**config.mk**
```make
export PLATFORM = sky130hd
export DESIGN_NAME = tcx_transmitter
export DESIGN_NICKNAME = d
export VERILOG_FILES = /design/src/rtl/tcx_pkg.sv /design/src/rtl/tcx_unit_timer.sv /design/src/rtl/tcx_transmitter.sv
export SDC_FILE = /design/constraint.sdc
export NUM_CORES = 1
export LEC_CHECK = 0
export ABC_AREA = 1
export BUFFER_PORTS_ARGS = -buffer_cell sky130_fd_sc_hd__buf_4
export CORE_ASPECT_RATIO = 1.25
export CORE_MARGIN = 2
export CORE_UTILIZATION = 57
export CTS_CLUSTER_DIAMETER = 40
export DETAILED_ROUTE_END_ITERATION = 6
export MAX_ROUTING_LAYER = met4
export PLACE_DENSITY = 0.79
export REMOVE_ABC_BUFFERS = 1
export SLEW_MARGIN = 40
export SYNTH_ARGS = -nofsm -noshare
export SYNTH_HDL_FRONTEND = slang
export SYNTH_SLANG_ARGS = --single-unit
export TNS_END_PERCENT = 20
```
**constraint.sdc**
```tcl
create_clock -name core_clk -period 2.8 [get_ports core_clk]
set_clock_uncertainty 0.2 [all_clocks]
set_input_delay 0 -clock core_clk [delete_from_list [all_inputs] [get_ports core_clk]]
set_output_delay 0 -clock core_clk [all_outputs]
set_load 0.05 [all_outputs]
```
**src/rtl/tcx_pkg.sv**
```systemverilog
// Constants shared by the tape character transmitter and its unit timer.
// Assumes a 25 MHz core clock and a 32-bit Avalon-MM register port.
package tcx_pkg;

  // Clock and line timing
  localparam int unsigned CLK_PERIOD_NS = 40;
  localparam int unsigned UNIT_NS_75 = 13333333;
  localparam int unsigned UNIT_NS_45 = 21978022;
  localparam int unsigned UNIT_CYC_75 = UNIT_NS_75 / CLK_PERIOD_NS;
  localparam int unsigned UNIT_CYC_45 = UNIT_NS_45 / CLK_PERIOD_NS;
  localparam int unsigned TIMER_W = 20;
  localparam int unsigned CODE_W = 5;
  localparam int unsigned UNITS_PER_FRAME = 7;

  // Register byte offsets
  localparam logic [4:0] REG_CTRL = 5'h00;
  localparam logic [4:0] REG_STATUS = 5'h04;
  localparam logic [4:0] REG_CHAR = 5'h08;
  localparam logic [4:0] REG_IRQ_STATUS = 5'h0c;
  localparam logic [4:0] REG_IRQ_CLEAR = 5'h10;
  localparam logic [4:0] REG_IRQ_ENABLE = 5'h14;
  localparam logic [4:0] REG_COUNT = 5'h18;

  // Control fields
  localparam int unsigned CTRL_RUN = 0;
  localparam int unsigned CTRL_FREE = 1;
  localparam int unsigned CTRL_SLOW = 2;
  localparam logic [2:0] CTRL_RESET = 3'h0;

  // Status fields
  localparam int unsigned ST_BUSY = 0;
  localparam int unsigned ST_TAPE = 1;
  localparam int unsigned ST_TIGHT = 2;
  localparam int unsigned ST_MARK = 3;
  localparam int unsigned ST_READY = 4;
  localparam int unsigned ST_SLOW = 5;

  // Interrupt event bits
  localparam int unsigned IRQ_W = 3;
  localparam int unsigned EV_DONE = 0;
  localparam int unsigned EV_TAPE_OUT = 1;
  localparam int unsigned EV_TIGHT = 2;
  localparam logic [IRQ_W-1:0] IRQ_RESET = 3'h0;

  typedef enum logic [1:0] {
    TCX_IDLE,
    TCX_START,
    TCX_CODE,
    TCX_STOP
  } tcx_state_t;

endpackage : tcx_pkg

```
**src/rtl/tcx_unit_timer.sv**
```systemverilog
// Unit timer: one-cycle tick at the end of every line unit.
// Assumes the caller holds enable low while idle to rewind the count.
`timescale 1ns/1ps
`default_nettype none
module tcx_unit_timer
  import tcx_pkg::*;
#(
  parameter int unsigned WIDTH = TIMER_W
) (
  // Clock and reset
  input wire logic core_clk,
  input wire logic rst_n,
  // Control
  input wire logic enable,
  input wire logic [WIDTH-1:0] unit_cycles,
  // Result
  output logic tick
);

  logic [WIDTH-1:0] count;
  wire logic at_end;
  wire logic [WIDTH-1:0] next_count;

  assign at_end = (count >= unit_cycles - WIDTH'(1));
  assign next_count = at_end ? '0 : count + WIDTH'(1);
  assign tick = enable & at_end;

  always_ff @(posedge core_clk) begin
    if (!rst_n) begin
      count <= '0;
    end else if (!enable) begin
      count <= '0;
    end else begin
      count <= next_count;
    end
  end

endmodule : tcx_unit_timer
`default_nettype wire

```
**src/rtl/tcx_transmitter.sv**
```systemverilog
// Tape character transmitter: start-stop serializer with register port.
// Assumes tape sensor pins are synchronous to core_clk.
//
// Overview of operation
// - Cycles run only while run, tape present and tape slack all hold.
// - With no tape the transmitter halts instead of sending all marks.
// - A tight tape stops sending, and sending resumes when it clears.
// - Free-wheel disables feed, overrides tape sensing and stays idle.
// - Each cycle feeds the tape one character, never during sensing.
// - All five holes are sampled at once, a hole being a mark.
// - The sampled code is latched before the start unit and held.
// - Every frame opens with a spacing start unit.
// - The five latched elements follow, first through fifth.
// - A marking stop unit follows the fifth element and ends the cycle.
// - A whole frame spans seven units, start through stop.
// - The line changes only when the next unit differs from the last.
// - Marking and spacing outputs are driven as complements.
// - Frames follow back to back, the first starting at once on run.
// - The unit rate is 75 or 45.5 baud and is fixed while running.
//
// The implementer's own choices: the address map and register access over Avalon-MM.
`timescale 1ns/1ps
`default_nettype none
module tcx_transmitter
  import tcx_pkg::*;
#(
  parameter int unsigned FAST_UNIT_CYCLES = UNIT_CYC_75,
  parameter int unsigned SLOW_UNIT_CYCLES = UNIT_CYC_45
) (
  // Clock and reset
  input wire logic core_clk,
  input wire logic rst_n,
  // Avalon-MM slave
  input wire logic [4:0] avs_address,
  input wire logic avs_read,
  input wire logic avs_write,
  input wire logic [31:0] avs_writedata,
  input wire logic [3:0] avs_byteenable,
  output logic [31:0] avs_readdata,
  output logic avs_waitrequest,
  // Tape sensors
  input wire logic [CODE_W-1:0] tape_holes,
  input wire logic tape_present,
  input wire logic tape_tight,
  // Tape mechanism
  output logic tape_advance,
  output logic feed_engaged,
  output logic tape_sense_override,
  // Signal line
  output logic line_mark,
  output logic line_space,
  // Interrupt
  output logic irq
);

  // Registers
  logic [2:0] ctrl;
  logic [IRQ_W-1:0] irq_status;
  logic [IRQ_W-1:0] irq_enable;
  logic [CODE_W-1:0] code_latch;
  logic [31:0] char_count;
  logic ack;
  logic slow_rate;
  logic line_level;
  logic tape_seen;
  logic tight_seen;
  tcx_state_t state;
  logic [2:0] elem_idx;

  // Next values
  tcx_state_t next_state;
  logic [2:0] next_elem_idx;

  // Decode and control wires
  wire logic bus_req;
  wire logic wr_go;
  wire logic rd_go;
  wire logic sel_ctrl;
  wire logic sel_status;
  wire logic sel_char;
  wire logic sel_irq_st;
  wire logic sel_irq_clr;
  wire logic sel_irq_en;
  wire logic sel_count;
  wire logic [31:0] rd_mux;
  wire logic run_sel;
  wire logic free_wheel;
  wire logic chain_closed;
  wire logic unit_tick;
  wire logic start_frame;
  wire logic frame_done;
  wire logic busy;
  wire logic unit_value;
  wire logic [TIMER_W-1:0] unit_cycles;
  wire logic [IRQ_W-1:0] events;
  wire logic [IRQ_W-1:0] clr_mask;
  wire logic ctrl_wr;
  wire logic irq_en_wr;
  wire logic irq_clr_wr;
  wire logic free_next;
  wire logic elem_last;
  wire logic tape_fell;
  wire logic tight_rose;
  wire logic [5:0] status_bits;
  wire logic [IRQ_W-1:0] irq_pending;

  // Bus: one wait state, read data taken at the edge that raises ack, write taken at the ack edge
  assign bus_req = avs_read | avs_write;
  assign avs_waitrequest = bus_req & ~ack;
  assign wr_go = avs_write & ack & avs_byteenable[0];
  assign rd_go = avs_read & ~ack;

  assign sel_ctrl = (avs_address == REG_CTRL);
  assign sel_status = (avs_address == REG_STATUS);
  assign sel_char = (avs_address == REG_CHAR);
  assign sel_irq_st = (avs_address == REG_IRQ_STATUS);
  assign sel_irq_clr = (avs_address == REG_IRQ_CLEAR);
  assign sel_irq_en = (avs_address == REG_IRQ_ENABLE);
  assign sel_count = (avs_address == REG_COUNT);

  // Write strobes, each live only at the ack edge
  assign ctrl_wr = wr_go & sel_ctrl;
  assign irq_en_wr = wr_go & sel_irq_en;
  assign irq_clr_wr = wr_go & sel_irq_clr;

  // Status word assembled from the field positions
  assign status_bits[ST_BUSY] = busy;
  assign status_bits[ST_TAPE] = tape_present;
  assign status_bits[ST_TIGHT] = tape_tight;
  assign status_bits[ST_MARK] = line_level;
  assign status_bits[ST_READY] = chain_closed;
  assign status_bits[ST_SLOW] = slow_rate;

  assign rd_mux =
    sel_ctrl ? {29'h0, ctrl} :
    sel_status ? {26'h0, status_bits} :
    sel_char ? {27'h0, code_latch} :
    sel_irq_st ? {29'h0, irq_status} :
    sel_irq_en ? {29'h0, irq_enable} :
    sel_count ? char_count :
    32'h0;

  always_ff @(posedge core_clk) begin
    if (!rst_n) begin
      ack <= 1'b0;
    end else begin
      ack <= bus_req & ~ack;
    end
  end

  always_ff @(posedge core_clk) begin
    if (!rst_n) begin
      avs_readdata <= 32'h0;
    end else if (rd_go) begin
      avs_readdata <= rd_mux;
    end
  end

  always_ff @(posedge core_clk) begin
    if (!rst_n) begin
      ctrl <= CTRL_RESET;
      irq_enable <= IRQ_RESET;
    end else if (ctrl_wr) begin
      ctrl <= avs_writedata[2:0];
    end else if (irq_en_wr) begin
      irq_enable <= avs_writedata[IRQ_W-1:0];
    end
  end

  // Lever positions: free-wheel overrides run
  assign free_wheel = ctrl[CTRL_FREE];
  assign run_sel = ctrl[CTRL_RUN] & ~free_wheel;

  // Series enable chain
  assign chain_closed = run_sel & tape_present &
    ~tape_tight;

  assign feed_engaged = ~free_wheel;
  assign tape_sense_override = free_wheel;

  // Free-wheel landing at this edge keeps a frame from starting
  assign free_next = ctrl_wr ? avs_writedata[CTRL_FREE] : free_wheel;

  // Rate locked at the first frame of a run
  always_ff @(posedge core_clk) begin
    if (!rst_n) begin
      slow_rate <= 1'b0;
    end else if (state == TCX_IDLE) begin
      slow_rate <= ctrl[CTRL_SLOW];
    end
  end

  assign unit_cycles = slow_rate ? TIMER_W'(SLOW_UNIT_CYCLES) :
                                   TIMER_W'(FAST_UNIT_CYCLES);

  assign busy = (state != TCX_IDLE);

  // Unit timer rewinds while idle
  tcx_unit_timer #(
    .WIDTH(TIMER_W)
  ) u_timer (
    .core_clk(core_clk),
    .rst_n(rst_n),
    .enable(busy),
    .unit_cycles(unit_cycles),
    .tick(unit_tick)
  );

  // Frame sequencing
  assign frame_done = (state == TCX_STOP) & unit_tick;
  assign elem_last = (elem_idx == 3'(CODE_W - 1));
  assign start_frame = chain_closed & ~free_next &
    ((state == TCX_IDLE) | frame_done);

  always_comb begin
    next_state = state;
    next_elem_idx = elem_idx;
    case (state)
      TCX_IDLE: begin
        if (start_frame) begin
          next_state = TCX_START;
        end
      end
      TCX_START: begin
        if (unit_tick) begin
          next_state = TCX_CODE;
          next_elem_idx = 3'h0;
        end
      end
      TCX_CODE: begin
        if (unit_tick) begin
          if (elem_last) begin
            next_state = TCX_STOP;
          end else begin
            next_elem_idx = elem_idx + 3'h1;
          end
        end
      end
      TCX_STOP: begin
        if (unit_tick) begin
          next_state = start_frame ? TCX_START :
                                     TCX_IDLE;
        end
      end
      default: begin
        next_state = TCX_IDLE;
      end
    endcase
  end

  always_ff @(posedge core_clk) begin
    if (!rst_n) begin
      state <= TCX_IDLE;
      elem_idx <= 3'h0;
    end else begin
      state <= next_state;
      elem_idx <= next_elem_idx;
    end
  end

  // Sample all holes at once and hold them for the frame
  always_ff @(posedge core_clk) begin
    if (!rst_n) begin
      code_latch <= '0;
    end else if (start_frame) begin
      code_latch <= tape_holes;
    end
  end

  // Feed after the code is latched, one character per cycle
  always_ff @(posedge core_clk) begin
    if (!rst_n) begin
      tape_advance <= 1'b0;
    end else begin
      tape_advance <= start_frame;
    end
  end

  // Unit to send in the current state
  assign unit_value =
    (state == TCX_START) ? 1'b0 :
    (state == TCX_CODE) ? code_latch[elem_idx] :
    1'b1;

  // Line changes only on a differing unit; idles marking
  always_ff @(posedge core_clk) begin
    if (!rst_n) begin
      line_level <= 1'b1;
    end else if (unit_value != line_level) begin
      line_level <= unit_value;
    end
  end

  assign line_mark = line_level;
  assign line_space = ~line_level;

  always_ff @(posedge core_clk) begin
    if (!rst_n) begin
      char_count <= 32'h0;
    end else if (frame_done) begin
      char_count <= char_count + 32'h1;
    end
  end

  // Sensor edge history for events
  always_ff @(posedge core_clk) begin
    if (!rst_n) begin
      tape_seen <= 1'b0;
      tight_seen <= 1'b0;
    end else begin
      tape_seen <= tape_present;
      tight_seen <= tape_tight;
    end
  end

  // Edges of the sensor pins
  assign tape_fell = tape_seen & ~tape_present;
  assign tight_rose = ~tight_seen & tape_tight;

  assign events[EV_DONE] = frame_done;
  assign events[EV_TAPE_OUT] = run_sel & tape_fell;
  assign events[EV_TIGHT] = run_sel & tight_rose;

  assign clr_mask = irq_clr_wr ? avs_writedata[IRQ_W-1:0] :
                                             '0;

  // Sticky status; a new event wins over a clear
  always_ff @(posedge core_clk) begin
    if (!rst_n) begin
      irq_status <= IRQ_RESET;
    end else begin
      irq_status <= (irq_status & ~clr_mask) | events;
    end
  end

  // Level interrupt while any enabled event is pending
  assign irq_pending = irq_status & irq_enable;
  assign irq = |irq_pending;

endmodule : tcx_transmitter
`default_nettype wire

```
* Word-level counts from Yosys, hierarchy flattened
Cells that the tools add are included.
W data, S select, Z words.
** Cells by class
- Eq/ne operators :: 17
- Shift-type cells :: 0
- Reductions and logical operators :: 9
- $add $sub $neg :: 4
- Bitwise logic cells :: 34
- $lt $le $gt $ge :: 2
- $mul :: 0
- Divide/modulo/power cells :: 0
- Multiplexer cells :: 24
** Operators by type and width (count)
- $mux W32 :: 6
- $add A32 B1 Y32 const B :: 1
- $add A20 B1 Y20 const B :: 1
- $ge A20 B20 Y1 :: 1
- $mux W20 :: 1
- $sub A20 B1 Y20 const B :: 1
- $and A1 B1 Y1 :: 18
- $eq A5 B5 Y1 const B :: 3
- $mux W3 :: 4
- $ne A2 B2 Y1 const B :: 6
- $eq A5 B4 Y1 const B :: 2
- $mux W2 :: 5
- $not A1 Y1 :: 10
- $pmux W2 S4 :: 1
- $and A3 B3 Y3 :: 2
- $pmux W3 S2 :: 1
- $reduce_or A3 Y1 :: 2
- $eq A5 B3 Y1 const B :: 1
- $logic_not A5 Y1 :: 1
- $mux W1 :: 5
- $reduce_and A5 Y1 :: 1
- $eq A2 B2 Y1 const B :: 2
- $lt A3 B4 Y1 const B :: 1
- $reduce_and A4 Y1 :: 1
- 11 further kinds :: 13
** Word-level totals
- Bits in registers :: 109
- Logic and storage cells :: 105
- RAM bits :: 0
- Memories kept :: 0
- Memory bits (read-only) :: 0
- Latch bits :: 0
- Output and inout port bits :: 39

* Depth between registers and ports, before layout
- Depth after elaboration :: 10
- Mapped depth :: 18
- Mapped depth without buffers :: 18

* Modules after synthesis
A second synthesis with hierarchy kept.
** Second synthesis, totals
- Cells, all modules :: 894
- Area, all modules :: 6216.0 sq um
** By module, submodules not included
- tcx_transmitter :: area an instance 4251.6 sq um, sequential area each 1781.7 sq um, times used 1, cells an instance 607
- tcx_unit_timer :: area an instance 1964.4 sq um, sequential area each 400.4 sq um, times used 1, cells an instance 287

* Worst setup path after synthesis
OpenSTA, ideal clock, no wires.
- Path kind :: reg2reg
- From :: register slow_rate
- To :: register char_count[20]
- Setup time :: 0.132 ns
- Setup slack :: 0.443 ns
- Stages on the path, launching flop included :: 16
- Required time :: 2.468 ns
- Arrival time :: 2.024 ns
- Period minus slack after synthesis :: 2.357 ns
- Cell sequence :: dfxtp_1 inv_1 ha_1 nand2_1 nor2_1 nand3_1 nor2_1 nand2_1 nand2_2 nand2_4 nor2_8 inv_2 buf_6 buf_6 nand2_1 a21oi_1
** Between the ends
- Word-level cells in the longest chain between the ends :: 5
** RTL lines
- from (decl) :: line tcx_transmitter.sv:63 : logic slow_rate;
- from (signal assigned) :: line tcx_transmitter.sv:189 : slow_rate <= ctrl[CTRL_SLOW];
- $mux W20 :: line tcx_transmitter.sv:193 : assign unit_cycles = slow_rate ? TIMER_W'(SLOW_UNIT_CYCLES) :
- $sub A20 B1 Y20 :: line tcx_unit_timer.sv:24 : assign at_end = (count >= unit_cycles - WIDTH'(1));
- $ge A20 B20 Y1 :: line tcx_unit_timer.sv:24
- $and A1 B1 Y1 :: line tcx_unit_timer.sv:26 : assign tick = enable & at_end;
- $and A1 B1 Y1 :: line tcx_transmitter.sv:210 : assign frame_done = (state == TCX_STOP) & unit_tick;
- to (signal assigned) :: line tcx_transmitter.sv:301 : char_count <= char_count + 32'h1;
- to (decl) :: line tcx_transmitter.sv:61 : logic [31:0] char_count;
Every way passes these cells.
A chain may end at the register's enable or synchronous reset.

* Final worst setup path
- From :: input avs_address[0]
- To :: register irq_status[2]
** Between the ends
- Word-level cells in the longest chain between the ends :: 6
** RTL lines
- from (decl) :: line tcx_transmitter.sv:34 : input wire logic [4:0] avs_address,
- $eq A5 B5 Y1 :: line tcx_transmitter.sv:117 : assign sel_irq_clr = (avs_address == REG_IRQ_CLEAR);
- $and A1 B1 Y1 :: line tcx_transmitter.sv:124 : assign irq_clr_wr = wr_go & sel_irq_clr;
- $mux W3 :: line tcx_transmitter.sv:324 : assign clr_mask = irq_clr_wr ? avs_writedata[IRQ_W-1:0] :
- $not A3 Y3 :: line tcx_transmitter.sv:332 : irq_status <= (irq_status & ~clr_mask) | events;
- $and A3 B3 Y3 :: line tcx_transmitter.sv:332
- $or A3 B3 Y3 :: line tcx_transmitter.sv:332
- to (signal assigned) :: line tcx_transmitter.sv:332
- to (decl) :: line tcx_transmitter.sv:58 : logic [IRQ_W-1:0] irq_status;
Every way passes these cells.

==> reports/qor.json <==
{
  "hold_path": {
    "min_path_type": "primary input to flop",
    "hold_path_startpoint": "avs_byteenable[0]",
    "hold-path-cell-count": 5,
    "hold_end": "irq_enable[2]"
  },
  "worst_setup_path": {
    "worstSetupPathType": "primary input to flop",
    "setup.worst_path.end_class": "flop",
    "critical_path.reg2reg.endpoint": "char_count[11]",
    "timing.critical_path.fanout_max": 4,
    "worst-r2r-cell-count": 14,
    "arrival_ns": 2.59,
    "reg2reg_slack_ns": 0.34,
    "crit-reg2reg-launch": "slow_rate",
    "startpoint_type": "primary input",
    "critical_path_required_ns": 2.84
  },
  "final_layout": {
    "layout.cells.most_common": "sky130_fd_sc_hd__nand2_1",
    "areaGrowthSynthToFinish_pct": 19.0,
    "mostFrequentLayoutCells": "sky130_fd_sc_hd__nand2_1, sky130_fd_sc_hd__dfxtp_1, sky130_fd_sc_hd__nor2_1",
    "num_antenna_cells": 0,
    "layoutNonFillerInstCount": 1015,
    "nNetsFinal": 956,
    "post_route_cells_drive_above_1_share": 0.117
  },
  "placed_design": {
    "port_buffers": 58,
    "dpl.hpwl_um": 10000,
    "placedCellCount": 976,
    "finalWeightedCongestion": 0.952,
    "pre_cts_ws_ns": 0.247
  },
  "sta": {
    "worst_slew_pin_slew_ns": 0.501,
    "timing.final.crit_share": 0.912,
    "grt_setup_unrepaired": "false",
    "clock.fmax_mhz": 392,
    "min_period_ns": 2.55,
    "maxSlewHeadroom": 0.665,
    "final_max_slew_viol_count": 0,
    "final_setup_slack_of_the_worst_path_ns": 0.247,
    "setup-violations-final": 0,
    "timing.final.hold_violations": 0
  },
  "die": {
    "number_of_core_rows": 40,
    "die-width_um": 92.8,
    "initial_core_util": 0.584,
    "floorplan.io_pins": 91,
    "die-height_um": 115,
    "fp.dieArea_um2": 10700,
    "core-area_um2": 9610
  },
  "routing": {
    "first_pass_iters": 5,
    "detail_route.wl_per_cell_um": 13.9,
    "dr.first_iter.drc_count": 317,
    "route.detailed.vias_per_inst": 5.40,
    "remaining_drc_errors": 0,
    "detail_route.wirelength_um": 14100,
    "route.antenna.remaining_nets": 0,
    "num_vias": 5480
  },
  "power": {
    "seqPwrFrac": 0.476,
    "power.density_cell_area_nw_per_um2": 504,
    "combPwrFrac": 0.138,
    "clock_power_share": 0.386,
    "p_switching_uw": 927,
    "vdd_drop_max_v": 0.000313,
    "cellLeakagePower_uw": 0.00264,
    "p_int_uw": 2440,
    "sw_frac_of_total": 0.276
  },
  "synthesis": {
    "post_synth_num_cell_types": 39,
    "post_synth.cell_area_avg_um2": 6.94,
    "synth_ff_type": "sky130_fd_sc_hd__dfxtp_1",
    "async_flop_share": 0,
    "synth-edff-count": 0,
    "syn_inst": 809,
    "synth_seq_area_share": 0.389,
    "ys.warnings.count": 0,
    "synthesis.area_um2": 5610,
    "ys_seq_elements": 109
  },
  "clock_network": {
    "clock_tree.buffer_depth": 2,
    "h_tree_levels": 3,
    "clock-sinks": 109,
    "clock_insertion_delay_worst_skew_ns": 0.35,
    "path_clk_slew_ns": 0.08,
    "clockRootBuffer": "sky130_fd_sc_hd__clkbuf_16",
    "post-cts-setup-buffers": 0,
    "cts_tree": "yes",
    "cts_inserted_buffers": 9
  },
  "global_route": {
    "number_of_global_route_vias_before_repair": 5328,
    "grt_max_degree": 37,
    "globalRouteOverflowTotal": 0,
    "grt_pass1_wl_um": 23900,
    "grt_antenna_before_repair": 0,
    "grt_util_all_layers": 0.284
  },
  "outcome": {
    "outcome": "completed"
  },
  "flow_run": {
    "max_cap_viol": 0
  }
}
[worst max-delay path by stage]
| stage | start | to | slack (ns) | depth (start not counted) |
|---|---|---|---|---|
| after floorplan | ack | avs_readdata[0] | -0.1 | 6 |
| after global placement | slow_rate | char_count[7] | 0.34 | 14 |
| after detailed placement | slow_rate | char_count[7] | 0.25 | 14 |
| after CTS | slow_rate | char_count[7] | 0.22 | 14 |
| after global routing | slow_rate | char_count[7] | 0.0007 | 14 |
| final | avs_address[0] | irq_status[2] | 0.25 | 10 |
[synthesized netlist by cell type, types with 2 or more instances]
cell | instances | area [um2]
sky130_fd_sc_hd__nor4_1 | 4 | 25.0
sky130_fd_sc_hd__nand4_1 | 14 | 87.6
sky130_fd_sc_hd__ha_1 | 20 | 250
sky130_fd_sc_hd__xnor2_1 | 7 | 61.3
sky130_fd_sc_hd__buf_6 | 5 | 56.3
sky130_fd_sc_hd__dfxtp_1 | 109 | 2180
sky130_fd_sc_hd__nand3_1 | 47 | 235
sky130_fd_sc_hd__buf_2 | 4 | 20.0
sky130_fd_sc_hd__o21ai_0 | 24 | 120
sky130_fd_sc_hd__o21a_1 | 4 | 30.0
sky130_fd_sc_hd__nor2_2 | 2 | 12.5
sky130_fd_sc_hd__xor2_1 | 18 | 158
sky130_fd_sc_hd__nor3b_1 | 6 | 45.0
sky130_fd_sc_hd__clkbuf_1 | 17 | 63.8
sky130_fd_sc_hd__nor3_2 | 3 | 30.0
sky130_fd_sc_hd__a21oi_1 | 78 | 390
sky130_fd_sc_hd__o22ai_1 | 3 | 18.8
sky130_fd_sc_hd__nand2_1 | 209 | 785
sky130_fd_sc_hd__o2111ai_1 | 2 | 17.5
sky130_fd_sc_hd__a31oi_1 | 4 | 25.0
sky130_fd_sc_hd__inv_1 | 78 | 293
sky130_fd_sc_hd__inv_2 | 5 | 18.8
sky130_fd_sc_hd__nor3_1 | 33 | 165
sky130_fd_sc_hd__nor2_1 | 89 | 334
sky130_fd_sc_hd__nand2_2 | 2 | 12.5
sky130_fd_sc_hd__o211ai_1 | 5 | 37.5
sky130_fd_sc_hd__nand3b_1 | 5 | 37.5
[final cells by class]
type,instances,area [um2]
inverter,84,315
clock buffer,9,225
fill,822,2930
timing repair buffer,90,741
multi-input combinational,590,2990
clock inverter,7,73.8
sequential,109,2180
tap,126,158
[state kept, by name, indices dropped and copies added, names as in the netlist, 3 cells and up]
register and flops:
u_timer.count 20, irq_status 3, code_latch 5, ctrl 3, avs_readdata 32, elem_idx 3
irq_enable 3, char_count 32
[per-layer routing]
metal | GRT usage | up-vias | part of all wire
li1 | - | 2794 | -
met1 | 0.312 | 2506 | 0.41
met2 | 0.515 | 147 | 0.52
met3 | 0.0380 | 33 | 0.041
met4 | 0.121 | 0 | 0.027
met5 | - | - | 0
[metrics by stage]
| step | utilization | total power (uW) | instance area (um2) | hold slack, ns | setup TNS (ns) |
|---|---|---|---|---|---|
| detailed placement | 0.639 | 2070 | 6140 | 0.00348 | 0 |
| global placement | 0.639 | 2060 | 6140 | -0.00945 | 0 |
| finish | 0.695 | 3360 | 6680 | 0.0347 | 0 |
| floorplan | - | 1920 | 5470 | -0.124 | -0.271 |
| CTS | 0.694 | 3370 | 6670 | 0.0218 | 0 |
| global route | 0.695 | 3510 | 6680 | 0.0772 | 0 |
[cell families after synthesis]
logic type | share of synthesized area
AND/OR/NAND/NOR | 0.326
AO/OA/AOI/OAI | 0.120
buffers and inverters | 0.0811
flip-flops | 0.389
XOR/XNOR | 0.0390
adder cells (fa/ha/maj) | 0.0446
[power groups by stage]
stage                     logic, uW  clock network (uW)  registers [uW]
after floorplan                 249                   0            1670
final                           465                1300            1600
after global placement          421                   0            1630
after global routing            523                1380            1610
after CTS                       459                1310            1600
after detailed placement        436                   0            1640
[worst max-delay path: stages]
cell and delay [ns]:
sky130_fd_sc_hd__dlygate4sd3_1 0.54, sky130_fd_sc_hd__buf_4 0.14, sky130_fd_sc_hd__nor2_2 0.13, sky130_fd_sc_hd__dlygate4sd3_1 0.59, sky130_fd_sc_hd__nand3_1 0.07, sky130_fd_sc_hd__dlygate4sd3_1 0.56
sky130_fd_sc_hd__nor3_1 0.27, sky130_fd_sc_hd__nand2_1 0.11, sky130_fd_sc_hd__nand3_1 0.10, sky130_fd_sc_hd__o31ai_1 0.08
[timing repair]
action,in CTS,in global routing
gates resized for setup,0,6
hold buffers,23,0
endpoints found under the hold margin,33,0
setup endpoints to repair,0,4
No activity file was read; power rests on OpenSTA's default activity.
